## src/common/bpa_pkg.sv

```systemverilog
// Package: shared constants and types of the bus priority arbiter
package bpa_pkg;
    localparam int NLEV = 4;
    localparam int DEVS = 2;
    localparam int VW = 8;
    localparam int PW = 3;
    localparam int CPU_AW = 16;
    localparam int BUS_AW = 18;
    localparam int DW = 16;
    localparam logic [2:0] IO_PAGE_TOP = 3'h7;
    localparam logic [1:0] EXT_ONES = 2'h3;
    localparam logic [1:0] EXT_ZEROS = 2'h0;
    localparam logic [PW-1:0] PRI_RESET = 3'h7;
    localparam int LEV_BASE = 4;
    localparam logic [1:0] OWN_CPU = 2'h0;
    localparam logic [1:0] OWN_DMA = 2'h1;
    localparam logic [1:0] OWN_INT = 2'h2;
    localparam logic [1:0] OWN_CON = 2'h3;
    typedef enum logic [2:0] {
        BPA_IDLE = 3'h0,
        BPA_GRANT = 3'h1,
        BPA_OWNED = 3'h3,
        BPA_VECT = 3'h2,
        BPA_CYCLE = 3'h6
    } bpa_state_t;
endpackage

```

## src/common/bpa_if.sv

```systemverilog
// Interface: arbitration lines between processor and requesting devices
`timescale 1ns/1ps
interface bpa_if;
    logic npr;
    logic npg;
    logic [bpa_pkg::NLEV-1:0] br;
    logic [bpa_pkg::NLEV-1:0] bg;
    logic sack;
    logic busy;
    logic intr;
    logic [bpa_pkg::VW-1:0] vector;
    modport cpu (input npr, br, sack, busy, intr, vector, output npg, bg);
    modport dev (output npr, br, sack, busy, intr, vector, input npg, bg);
endinterface

```

## src/verilog/bpa_cpu_end.sv

```systemverilog
// Processor end: priority arbiter, vector capture and address extension
`timescale 1ns/1ps
module bpa_cpu_end
    import bpa_pkg::*;
(
    // Clock and reset
    input wire logic mclk,
    input wire logic rst,
    // Arbitration link
    bpa_if.cpu bus,
    // Processor sequencing
    input wire logic cycleEnd,
    input wire logic instrEnd,
    input wire logic waitTrap,
    input wire logic [bpa_pkg::PW-1:0] swPriority,
    input wire logic swPriorityLoad,
    input wire logic [bpa_pkg::CPU_AW-1:0] cpuAddr,
    input wire logic [bpa_pkg::DW-1:0] cpuData,
    // Console
    input wire logic consoleBusRequest,
    input wire logic depositSwitch,
    input wire logic examineSwitch,
    // Results
    output logic [bpa_pkg::BUS_AW-1:0] busAddr,
    output logic busWrite,
    output logic busRead,
    output logic [bpa_pkg::PW-1:0] procPriority,
    output logic [bpa_pkg::VW-1:0] vectorOut,
    output logic vectorValid,
    output logic consoleGrant,
    output logic [1:0] busOwner,
    output logic [bpa_pkg::BUS_AW-1:0] showAddr,
    output logic [bpa_pkg::DW-1:0] showData
);
    import bpa_pkg::*;
    bpa_state_t state, next_state;
    logic [1:0] owner, next_owner;
    logic npg, next_npg, cgnt, next_cgnt, vv, next_vv;
    logic [NLEV-1:0] bg, next_bg;
    logic [PW-1:0] pri, next_pri;
    logic [VW-1:0] vec, next_vec;
    logic [BUS_AW-1:0] ba, next_ba;
    logic wr, next_wr, rd, next_rd;
    logic [DW-1:0] sd, next_sd;
    logic [NLEV-1:0] lvlOk;
    logic [NLEV-1:0] pick;

    // ****************
    // Address extension
    // ****************
    function automatic logic [BUS_AW-1:0] extend(input logic [CPU_AW-1:0] a);
        if (a[CPU_AW-1 -: 3] == IO_PAGE_TOP) begin
            extend = {EXT_ONES, a};
        end else begin
            extend = {EXT_ZEROS, a};
        end
    endfunction

    // ****************
    // Level selection
    // ****************
    // Level i carries hardware priority LEV_BASE+i; only above processor
    always_comb begin
        pick = '0;
        lvlOk = '0;
        for (int i = 0; i < NLEV; i++) begin
            lvlOk[i] = bus.br[i] && (PW'(LEV_BASE + i) > pri);
        end
        for (int i = NLEV - 1; i >= 0; i--) begin
            if (lvlOk[i] && pick == '0) begin
                pick[i] = 1'b1;
            end
        end
    end

    // ****************
    // Arbiter
    // ****************
    always_comb begin
        next_state = state;
        next_owner = owner;
        next_npg = 1'b0;
        next_bg = '0;
        next_cgnt = cgnt;
        next_vv = 1'b0;
        next_vec = vec;
        next_pri = pri;
        // Routine priority is loaded by software alone, never from the device
        if (swPriorityLoad) begin
            next_pri = swPriority;
        end
        case (state)
            BPA_IDLE: begin
                next_owner = OWN_CPU;
                if (consoleBusRequest && instrEnd) begin
                    next_cgnt = 1'b1;
                    next_owner = OWN_CON;
                    next_state = BPA_CYCLE;
                end else if (bus.npr && (cycleEnd || waitTrap)) begin
                    next_npg = 1'b1;
                    next_state = BPA_GRANT;
                end else if (pick != '0 && instrEnd) begin
                    next_bg = pick;
                    next_state = BPA_GRANT;
                end
            end
            BPA_GRANT: begin
                next_npg = npg;
                next_bg = bg;
                if (bus.sack) begin
                    next_npg = 1'b0;
                    next_bg = '0;
                    if (bus.intr) begin
                        next_vec = bus.vector;
                        next_vv = 1'b1;
                        next_owner = OWN_INT;
                        next_state = BPA_VECT;
                    end else begin
                        next_owner = OWN_DMA;
                        next_state = BPA_OWNED;
                    end
                end else if (!bus.npr && bus.br == '0) begin
                    next_npg = 1'b0;
                    next_bg = '0;
                    next_state = BPA_IDLE;
                end
            end
            BPA_OWNED: begin
                // No new grant while the master holds the bus
                if (!bus.busy && !bus.sack) begin
                    next_state = BPA_IDLE;
                end
            end
            BPA_VECT: begin
                next_state = BPA_IDLE;
            end
            BPA_CYCLE: begin
                if (!consoleBusRequest) begin
                    next_cgnt = 1'b0;
                    next_state = BPA_IDLE;
                end
            end
            default: begin
                next_state = BPA_IDLE;
            end
        endcase
    end

    // Console deposit is a write, examine a read
    always_comb begin
        next_ba = extend(cpuAddr);
        next_wr = depositSwitch;
        next_rd = examineSwitch & ~depositSwitch;
        next_sd = cpuData;
    end

    always_ff @(posedge mclk or posedge rst) begin
        if (rst) begin
            state <= BPA_IDLE;
            owner <= OWN_CPU;
            npg <= 1'b0;
            bg <= '0;
            cgnt <= 1'b0;
            vv <= 1'b0;
            vec <= '0;
            pri <= PRI_RESET;
            ba <= '0;
            wr <= 1'b0;
            rd <= 1'b0;
            sd <= '0;
        end else begin
            state <= next_state;
            owner <= next_owner;
            npg <= next_npg;
            bg <= next_bg;
            cgnt <= next_cgnt;
            vv <= next_vv;
            vec <= next_vec;
            pri <= next_pri;
            ba <= next_ba;
            wr <= next_wr;
            rd <= next_rd;
            sd <= next_sd;
        end
    end

    assign bus.npg = npg;
    assign bus.bg = bg;
    assign busAddr = ba;
    assign busWrite = wr;
    assign busRead = rd;
    assign procPriority = pri;
    assign vectorOut = vec;
    assign vectorValid = vv;
    assign consoleGrant = cgnt;
    // Console display of owner, address and data
    assign busOwner = owner;
    assign showAddr = ba;
    assign showData = sd;
endmodule

```

## src/flat_wrapper.sv

```systemverilog
// flat-port wrapper written by rule: the top's interface ports become plain ports
module bpa_cpu_end_flat import bpa_pkg::*;
  (mclk, rst, cycleEnd, instrEnd, waitTrap, swPriority, swPriorityLoad, cpuAddr, cpuData, consoleBusRequest, depositSwitch, examineSwitch, busAddr, busWrite, busRead, procPriority, vectorOut, vectorValid, consoleGrant, busOwner, showAddr, showData, bus_npr, bus_br, bus_sack, bus_busy, bus_intr, bus_vector, bus_npg, bus_bg);
  bpa_if bus_i ();
  input wire logic mclk;
  input wire logic rst;
  input wire logic cycleEnd;
  input wire logic instrEnd;
  input wire logic waitTrap;
  input wire logic [bpa_pkg::PW-1:0] swPriority;
  input wire logic swPriorityLoad;
  input wire logic [bpa_pkg::CPU_AW-1:0] cpuAddr;
  input wire logic [bpa_pkg::DW-1:0] cpuData;
  input wire logic consoleBusRequest;
  input wire logic depositSwitch;
  input wire logic examineSwitch;
  output logic [bpa_pkg::BUS_AW-1:0] busAddr;
  output logic busWrite;
  output logic busRead;
  output logic [bpa_pkg::PW-1:0] procPriority;
  output logic [bpa_pkg::VW-1:0] vectorOut;
  output logic vectorValid;
  output logic consoleGrant;
  output logic [1:0] busOwner;
  output logic [bpa_pkg::BUS_AW-1:0] showAddr;
  output logic [bpa_pkg::DW-1:0] showData;
  input wire logic [$bits(bus_i.npr)-1:0] bus_npr;
  input wire logic [$bits(bus_i.br)-1:0] bus_br;
  input wire logic [$bits(bus_i.sack)-1:0] bus_sack;
  input wire logic [$bits(bus_i.busy)-1:0] bus_busy;
  input wire logic [$bits(bus_i.intr)-1:0] bus_intr;
  input wire logic [$bits(bus_i.vector)-1:0] bus_vector;
  output wire logic [$bits(bus_i.npg)-1:0] bus_npg;
  output wire logic [$bits(bus_i.bg)-1:0] bus_bg;
  assign bus_i.npr = bus_npr;
  assign bus_i.br = bus_br;
  assign bus_i.sack = bus_sack;
  assign bus_i.busy = bus_busy;
  assign bus_i.intr = bus_intr;
  assign bus_i.vector = bus_vector;
  assign bus_npg = bus_i.npg;
  assign bus_bg = bus_i.bg;
  bpa_cpu_end u_core (.mclk(mclk), .rst(rst), .bus(bus_i), .cycleEnd(cycleEnd), .instrEnd(instrEnd), .waitTrap(waitTrap), .swPriority(swPriority), .swPriorityLoad(swPriorityLoad), .cpuAddr(cpuAddr), .cpuData(cpuData), .consoleBusRequest(consoleBusRequest), .depositSwitch(depositSwitch), .examineSwitch(examineSwitch), .busAddr(busAddr), .busWrite(busWrite), .busRead(busRead), .procPriority(procPriority), .vectorOut(vectorOut), .vectorValid(vectorValid), .consoleGrant(consoleGrant), .busOwner(busOwner), .showAddr(showAddr), .showData(showData));
endmodule
```

## config.mk

```make
export PLATFORM = sky130hd
export DESIGN_NAME = bpa_cpu_end_flat
export DESIGN_NICKNAME = d
export VERILOG_FILES = /design/src/common/bpa_pkg.sv /design/src/common/bpa_if.sv /design/src/verilog/bpa_cpu_end.sv /design/src/flat_wrapper.sv
export SDC_FILE = /design/constraint.sdc
export NUM_CORES = 1
export LEC_CHECK = 0
export BUFFER_PORTS_ARGS = -buffer_cell sky130_fd_sc_hd__buf_4
export CAP_MARGIN = 40
export CORE_MARGIN = 2
export CORE_UTILIZATION = 35
export CTS_CLUSTER_DIAMETER = 80
export DETAILED_ROUTE_END_ITERATION = 8
export PLACE_DENSITY = 0.76
export SYNTH_ARGS = -nofsm -noshare
export SYNTH_HDL_FRONTEND = slang
export SYNTH_SLANG_ARGS = --single-unit
```

## constraint.sdc

```tcl
create_clock -name mclk -period 4.04 [get_ports mclk]
set_input_delay 1.01 -clock mclk [delete_from_list [all_inputs] [get_ports mclk]]
set_output_delay 1.01 -clock mclk [all_outputs]
set_load 0.02 [all_outputs]
```

==> results of run 1 <==
-- metal layers --
metal	GRT usage [%]	share of wire (%)	up-vias	wire (um)
li1	-	-	764	-
met5	0	0	-	0
met2	25.9	53	77	2660
met1	17.7	37	806	1860
met3	5.27	8.0	11	403
met4	7.17	1.6	0	79
-- state kept, by name, indices dropped and copies added, names as in the netlist --
name                 count
u_core.busOwner          2
u_core.bus.bg            4
u_core.showData         16
u_core.busRead           1
u_core.busAddr          17
u_core.vectorOut         8
u_core.bus.npg           1
u_core.state             3
u_core.busWrite          1
u_core.procPriority      3
u_core.consoleGrant      1
u_core.vectorValid       1
-- cells in the mapped netlist (all sizes together), types with 2 or more instances --
master	number	area share, %
nand3b	2	0.71
nand3	3	0.71
nand2b	2	0.59
dfstp	3	3.7
a32o	4	1.9
nor2b	2	0.59
nor3	2	1.0
nor2	2	0.36
and3	3	0.89
mux2	11	5.9
a21oi	7	1.7
o21ai	6	1.4
buf	20	7.0
nand2	10	1.8
dfrtp	55	65
o22ai	2	0.59
inv	5	0.89
-- logic make-up after synthesis --
| kind of cell | share of synthesized area (%) |
|---|---|
| buffers and inverters | 8.08 |
| flip-flops | 69.1 |
| AO/OA/AOI/OAI | 9.62 |
| multiplexers | 5.88 |
| AND/OR/NAND/NOR | 7.36 |
-- power breakdown --
group,switching (mW),leakage [nW],total [mW],internal (mW)
sequential,0.0641,0.692,0.737,0.673
combinational,0.264,0.847,0.501,0.237
clock,0.219,0.120,0.626,0.407
-- cell type report --
cell class,instances,area (sq um)
multi-input combinational,68,482
tap,75,93.8
inverter,5,18.8
clock buffer,10,128
timing repair buffer,135,1030
clock inverter,6,105
fill,506,2580
sequential,58,1460
-- how the worst max path moves through the flow --
stage / slack [ns] / start / cells after the start / endpoint
after floorplan: 1.61 / rst / 1 / u_core.bus.bg[0]
after global placement: 1.91 / bus_sack / 4 / u_core.vectorOut[7]
after detailed placement: 1.87 / waitTrap / 5 / u_core.state[0]
after CTS: 1.92 / u_core.procPriority[2] / 1 / procPriority[2]
after global routing: 1.89 / u_core.procPriority[2] / 1 / procPriority[2]
final: 1.94 / u_core.procPriority[2] / 1 / procPriority[2]
==> results.md, run 1 <==
- Post-CTS sizing: 0
- Ant diodes: 0
- WHS Path Cells: 2
- R2r worst-path depth: 3
- DR WL/cell: 14.0 um
- Clock skew: 0.00846 ns
- Post-synth EDFFs: 0
- Crit Path Class: register to output port
- Maximum clock rate: 476 MHz
- RR Endpoint: u_core.vectorOut[0]
- Leakage: 1.66 nW
- TritonCTS clock tree: yes
- Final Hold Viols: 0
- Post-route design area: 3310 sq um
- Register bit total from synthesis: 58
- CTS root buf: clkbuf_8
- First-pass GRT wire length: 7.66 mm
- Max Cap Viol: 0
- Reg2reg setup slack: 2.35 ns
- Post-synth net total: 212
- Antenna violations before repair: 0
- Inst Count DP: 341
- Hold WS: 0.487 ns
- CTS max path bufs: 2
- Initial drt markers: 52
- Slew Viols, Final: 0
- H-tree Lvls: 3
- Worst-Margin Slew: 0.495 ns
- Most common cell after layout, fill and taps aside: buf_4
- Highest-count cells in the layout ignoring fill and taps: 134 x buf_4, 55 x dfrtp_1, 11 x mux2_2
- DRC Markers: 0
- Cell variety after synth: 32
- # clock sinks: 58
- Post-Route WL: 5.01 mm
- # IOs: 134
- CP Cell Sequence: buf_4
- Slowest-stage cell, CP: dfstp_2
- Final total power: 1.86 mW
- Hold Crit Start: u_core.bus.npg
- Maximum VDD drop: 0.312 mV
- Syn Area/Cell: 13.9 sq um
- Vias per inst: 4.64
- Setup crit end kind: output port
- Post-Layout Cell Count: 357
- Total track usage: 15.4%
- Sequential share of the synthesized area: 69.1%
- Chip height: 81.6 um
- GP Congestion: 0.827
- Worst slew margin: 66.9%
- PnR worst setup slack: 1.94 ns
- Tmin final: 2.10 ns
- Full die area: 6660 sq um
- DP Worst Slack: 1.87 ns
- Nets: 337
- CP Buf/Inv Count: 1
- Largest net degree at the start of global routing: 34
- Hold buffers post-CTS: 0
- Worst path max stage delay: 0.60 ns
- Period utilization: 52.0%
- PD cells: 563 nW/um^2
- CP delay by family, top: flip-flops
- Starting Density: 35.8%
- Clk slew on worst S/H paths: 0.07 ns
- Worst-path maximum fanout: 8
- Grt total ovfl: 0
- FP Rows: 28
- Core box area: 5890 sq um
- Placed instance area: 3080 sq um
- Outcome: finished, final reports clean
- Vias: 1658
- FFs w/ async S/R, synth: 100%
- Clk_lat worst skew: 0.32 ns
- Setup TNS: 0 ns
- Top FF cell, synth: dfrtp_1
- I/O Buffers: 133
- RR Startpoint: u_core.state[1]
- Hold endpoint: u_core.bus.npg
- Critical Path RT: 3.03 ns
- Synth warn: 0
- Number of global-route vias before repair: 1653
- Post-detailed-route count of antenna-violating nets: 0
- First drt pass iteration count: 4
- Cts bufs inserted: 9
- Die W: 81.6 um
- Setup bufs post-CTS: 0
- Final core occ: 56.2%
- Final setup fails: 0
- Signal arrival time at the worst endpoint: 1.09 ns
- Crit path launch type: register
- Hold WC Path Type: register to register
- Post-Syn Area: 2110 sq um
- Synth Instances: 152
- Area Overhead vs Synth: 57.0%
- RSZ-0062 raised after global routing: false
- Layout cells sized above 1: 59.9%
- DP Wirelength: 3.83 mm
(Power assumes the default switching activity.)
==> run 2, diff against run 1 <==
--- a/config.mk
+++ b/config.mk
@@ -11,7 +11,7 @@
 export CORE_UTILIZATION = 35
 export CTS_CLUSTER_DIAMETER = 80
 export DETAILED_ROUTE_END_ITERATION = 8
-export PLACE_DENSITY = 0.76
+export PLACE_DENSITY = 0.79
 export SYNTH_ARGS = -nofsm -noshare
 export SYNTH_HDL_FRONTEND = slang
 export SYNTH_SLANG_ARGS = --single-unit
==> constraint.sdc (replaced) <==
create_clock -name mclk -period 1.7 [get_ports mclk]
set_input_delay 0.425 -clock mclk [delete_from_list [all_inputs] [get_ports mclk]]
set_output_delay 0.425 -clock mclk [all_outputs]
set_load 0.02 [all_outputs]
==> results.md, run 2 (same netlist as run 1, synthesis figures left out) <==
- Clk_lat worst skew: 0.32 ns (about the same)
- Nets: 340 (+0.89%)
- Slew Viols, Final: 0 (unchanged)
- Placed instance area: 3090 sq um (+0.45%)
- Core box area: 5890 sq um (unchanged)
- Hold WC Path Type: primary input to asynchronous set/reset pin
- Chip height: 81.6 um (unchanged)
- Max reg flops: 17 (unchanged)
- Grt total ovfl: 0 (unchanged)
- Number of global-route vias before repair: 1784 (+7.9%)
- Post-detailed-route count of antenna-violating nets: 0 (unchanged)
- # clock sinks: 58 (unchanged)
- RSZ-0062 raised after global routing: false
- Period utilization: 92.7%
- Vias per inst: 4.63 (-0.35%)
- Ant diodes: 0 (unchanged)
- Antenna violations before repair: 0 (unchanged)
- Post-CTS sizing: 0 (unchanged)
- PD cells: 1240 nW/um^2 (+120%)
- DP Wirelength: 3.93 mm (+2.6%)
- Leakage: 1.63 nW (-1.6%)
- H-tree Lvls: 3 (unchanged)
- TritonCTS clock tree: yes
- Post-route design area: 3250 sq um (-1.7%)
- Clk slew on worst S/H paths: 0.06 ns (about the same)
- Setup TNS: 0 ns (unchanged)
- Layout cells sized above 1: 59.6% (-0.28 points)
- Final total power: 4.03 mW (+120%)
- Vias: 1666 (+0.48%)
- Inst Count DP: 344 (+0.88%)
- CTS max path bufs: 2 (unchanged)
- Post-Route WL: 5.12 mm (+2.1%)
- Worst-path maximum fanout: 9 (+1)
- Final Hold Viols: 0 (unchanged)
- First-pass GRT wire length: 8.05 mm (+5.1%)
- Setup crit end kind: register
- Outcome: finished, final reports clean
- Most common cell after layout, fill and taps aside: buf_4
- DR WL/cell: 14.2 um (+1.3%)
- Tmin final: 1.58 ns
- # IOs: 134 (unchanged)
- Area Overhead vs Synth: 54.4%
- Critical Path RT: 1.91 ns (-1.12 ns)
- CTS root buf: clkbuf_8
- Signal arrival time at the worst endpoint: 1.78 ns (+0.69 ns)
- Crit Path Class: register to register
- Highest-count cells in the layout ignoring fill and taps: 138 x buf_4, 55 x dfrtp_1, 11 x mux2_2
- Maximum VDD drop: 0.850 mV (+170%)
- Worst slew margin: 68.9% (+2.0 points)
- Initial drt markers: 106 (+100%)
- I/O Buffers: 133 (unchanged)
- Die W: 81.6 um (unchanged)
- Max Cap Viol: 0 (unchanged)
- Largest net degree at the start of global routing: 33 (-2.9%)
- Post-Layout Cell Count: 360 (+0.84%)
- Clock skew: 0.00548 ns (-0.00298 ns)
- Hold buffers post-CTS: 0 (unchanged)
- Maximum clock rate: 635 MHz
- DRC Markers: 0 (unchanged)
- Cts bufs inserted: 9 (unchanged)
- Setup bufs post-CTS: 0 (unchanged)
- GP Congestion: 0.795 (-3.8%)
- Full die area: 6660 sq um (unchanged)
- FP Rows: 28 (unchanged)
- Worst-Margin Slew: 0.466 ns (-0.0295 ns)
- Crit path launch type: register
- First drt pass iteration count: 4 (unchanged)
- Hold WS: 0.184 ns (-0.302 ns)
- Final setup fails: 0 (unchanged)
- Total track usage: 16.6% (+1.2 points)
- Starting Density: 35.8% (unchanged)
==> run 2: power breakdown <==
group          internal (mW)  total, mW  switching (mW)
combinational          0.583       1.21           0.629
sequential              1.60       1.76           0.158
clock                  0.562       1.06           0.500
total                   2.75       4.03            1.29
==> run 2: final cells by class <==
cell class | count | area (sq um)
Clock inverter | 3 | 15.0
Fill cell | 536 | 2630
Sequential cell | 58 | 1460
Clock buffer | 13 | 149
Multi-Input combinational cell | 68 | 482
Timing Repair Buffer | 138 | 1040
Inverter | 5 | 22.5
Tap cell | 75 | 93.8
==> run 2: per-layer routing <==
layer / vias up / part of all wire (%) / global-route usage, %
met4: 0 / 1.3 / 7.17
li1: 769 / - / -
met2: 87 / 55 / 28.3
met1: 800 / 34 / 17.9
met3: 10 / 9.9 / 7.47
met5: - / 0 / 0
==> run 2: critical path: stages (launching register included) <==
cell,delay (ns)
dfrtp_1,0.44
or2_4,0.30
nor3_4,0.15
buf_4,0.20
mux2_2,0.36
==> run 2: path summary, 6_finish.rpt <==
kind | end | startpoint | slack, ns | cells after the start
worst min register to register | u_core.bus.bg[3] | u_core.bus.bg[3] | 0.48 | 2
worst max register to register | u_core.vectorOut[3] | u_core.state[1] | 0.12 | 4
min in group mclk | u_core.busAddr[8] | cpuAddr[8] | 0.20 | 1
max in group asynchronous | u_core.busAddr[13] | rst | 1.19 | 3
worst min-delay path | u_core.showData[3] | rst | 0.18 | 3
worst max-delay path | u_core.vectorOut[3] | u_core.state[1] | 0.12 | 4
==> run 2: per-stage QoR <==
stage	utilization, %	worst slack (ns)
floorplan	-	0.205
global placement	52.5	0.165
detailed placement	52.5	0.131
CTS	55.3	0.113
global route	55.3	0.0537
finish	55.3	0.125
==> run 3, diff against run 2 <==
--- a/config.mk
+++ b/config.mk
@@ -11,7 +11,7 @@
 export CORE_UTILIZATION = 35
 export CTS_CLUSTER_DIAMETER = 80
 export DETAILED_ROUTE_END_ITERATION = 8
-export PLACE_DENSITY = 0.79
+export PLACE_DENSITY = 0.76
 export SYNTH_ARGS = -nofsm -noshare
 export SYNTH_HDL_FRONTEND = slang
 export SYNTH_SLANG_ARGS = --single-unit
==> constraint.sdc (replaced) <==
create_clock -name mclk -period 1.55 [get_ports mclk]
set_input_delay 0.3875 -clock mclk [delete_from_list [all_inputs] [get_ports mclk]]
set_output_delay 0.3875 -clock mclk [all_outputs]
set_load 0.02 [all_outputs]
==> results.md, run 3 (same netlist as run 1, synthesis figures left out) <==
- Setup TNS: 0 ns (unchanged)
- Slowest-stage cell, CP: dfstp_2
- Ant diodes: 0 (unchanged)
- TritonCTS clock tree: yes
- Number of global-route vias before repair: 1725 (-3.3%)
- CTS root buf: clkbuf_8
- Clk_lat worst skew: 0.32 ns (about the same)
- Core box area: 5890 sq um (unchanged)
- Area Overhead vs Synth: 58.8%
- Worst-Margin Slew: 0.452 ns (-0.0131 ns)
- Largest net degree at the start of global routing: 30 (-9.1%)
- Total track usage: 15.6% (-1.0 points)
- Worst path max stage delay: 0.61 ns (+0.17 ns)
- Clock skew: 0.00471 ns (-0.000771 ns)
- First drt pass iteration count: 4 (unchanged)
- # IOs: 134 (unchanged)
- Highest-count cells in the layout ignoring fill and taps: 142 x buf_4, 55 x dfrtp_1, 12 x clkbuf_8
- Max reg flops: 17 (unchanged)
- Maximum VDD drop: 0.799 mV (-6.0%)
- H-tree Lvls: 3 (unchanged)
- DRC Markers: 0 (unchanged)
- Final total power: 4.57 mW (+13%)
- Slew Viols, Final: 0 (unchanged)
- # clock sinks: 58 (unchanged)
- CP delay by family, top: flip-flops
- Vias: 1655 (-0.66%)
- Post-Route WL: 4.91 mm (-4.0%)
- Crit Path Class: register to output port
- Most common cell after layout, fill and taps aside: buf_4
- Post-route design area: 3350 sq um (+2.9%)
- Die W: 81.6 um (unchanged)
- RSZ-0062 raised after global routing: false
- Hold WS: 0.0775 ns (-0.107 ns)
- PD cells: 1360 nW/um^2 (+10%)
- GP Congestion: 0.863 (+8.5%)
- Final Hold Viols: 0 (unchanged)
- Post-detailed-route count of antenna-violating nets: 0 (unchanged)
- Layout cells sized above 1: 61.2% (+1.5 points)
- CP Cell Sequence: buf_4
- Clk slew on worst S/H paths: 0.06 ns (about the same)
- Full die area: 6660 sq um (unchanged)
- Initial drt markers: 65 (-39%)
- CTS max path bufs: 2 (unchanged)
- Cts bufs inserted: 9 (unchanged)
- Setup bufs post-CTS: 0 (unchanged)
- Crit path launch type: register
- Starting Density: 35.8% (unchanged)
- Hold WC Path Type: primary input to asynchronous set/reset pin
- Final core occ: 56.9% (+1.6 points)
- Signal arrival time at the worst endpoint: 1.10 ns (-0.68 ns)
- R2r worst-path depth: 4 (unchanged)
- Leakage: 1.68 nW (+2.9%)
- Vias per inst: 4.52 (-2.3%)
- Antenna violations before repair: 0 (unchanged)
- Worst-path maximum fanout: 8 (-1)
- Max Cap Viol: 0 (unchanged)
- Critical Path RT: 1.16 ns (-0.75 ns)
- Worst path depth: 1 (-3)
- Final setup fails: 0 (unchanged)
- Worst slew margin: 69.8% (+0.87 points)
- Period utilization: 96.2%
- Chip height: 81.6 um (unchanged)
- Maximum clock rate: 671 MHz
- FP Rows: 28 (unchanged)
- DP Wirelength: 3.90 mm (-0.79%)
- Grt total ovfl: 0 (unchanged)
- First-pass GRT wire length: 7.62 mm (-5.3%)
- Setup crit end kind: output port
- Outcome: finished, final reports clean
- Tmin final: 1.49 ns
- Placed instance area: 3160 sq um (+2.3%)
- I/O Buffers: 133 (unchanged)
- Nets: 346 (+1.8%)
- CP Buf/Inv Count: 1 (unchanged)
- DR WL/cell: 13.4 um (-5.6%)
==> run 3: cell count changes in the layout (fill, tap and decap cells not counted), sizes merged <==
cell,before,now
buf,138,144
clkinv,3,2
clkbuf,13,14
==> run 3: metrics by stage <==
stage	instances	worst slack, ns
2_1_floorplan	152	0.0549
3_3_place_gp	350	0.0846
3_5_place_dp	350	0.0674
4_1_cts	366	0.0576
5_1_grt	366	0.0105
6_report	366	0.0586
==> run 3: timing repair <==
| item | in CTS | in global routing |
|---|---|---|
| setup endpoints to repair | 0 | 1 |
| resized for setup | 0 | 1 |
| hold buffers | 0 | 0 |
==> run 3: final cells by class <==
| cell class | instances | area [sq um] |
|---|---|---|
| clock buffer | 14 | 173 |
| clock inverter | 2 | 10.0 |
| fill | 514 | 2540 |
| inverter | 5 | 22.5 |
| multi-input combinational | 68 | 487 |
| sequential | 58 | 1460 |
| tap | 75 | 93.8 |
| timing repair buffer | 144 | 1110 |
==> run 3: final timing paths <==
check | startpoint | endpoint | slack [ns]
max | u_core.procPriority[2] | procPriority[2] | 0.06
min | rst | u_core.busAddr[4] | 0.08
max reg2reg | u_core.state[1] | u_core.vectorOut[3] | 0.08
min reg2reg | u_core.bus.bg[3] | u_core.bus.bg[3] | 0.49
max in group asynchronous | rst | u_core.busAddr[8] | 0.99
min in group mclk | cpuAddr[10] | u_core.busAddr[10] | 0.17
==> run 3: report_power, final <==
group / total, mW / internal (mW) / switching [mW]
sequential: 1.90 / 1.76 / 0.145
clock: 1.24 / 0.707 / 0.538
combinational: 1.42 / 0.703 / 0.718
==> run 3: per-layer routing <==
metal  global-route usage [%]  share of wire (%)  vias up
met5                        0                  0        -
li1                         -                  -      778
met2                     26.6                 53       71
met3                     8.35                 10        5
met1                     16.2                 36      801
met4                     6.33               0.94        0
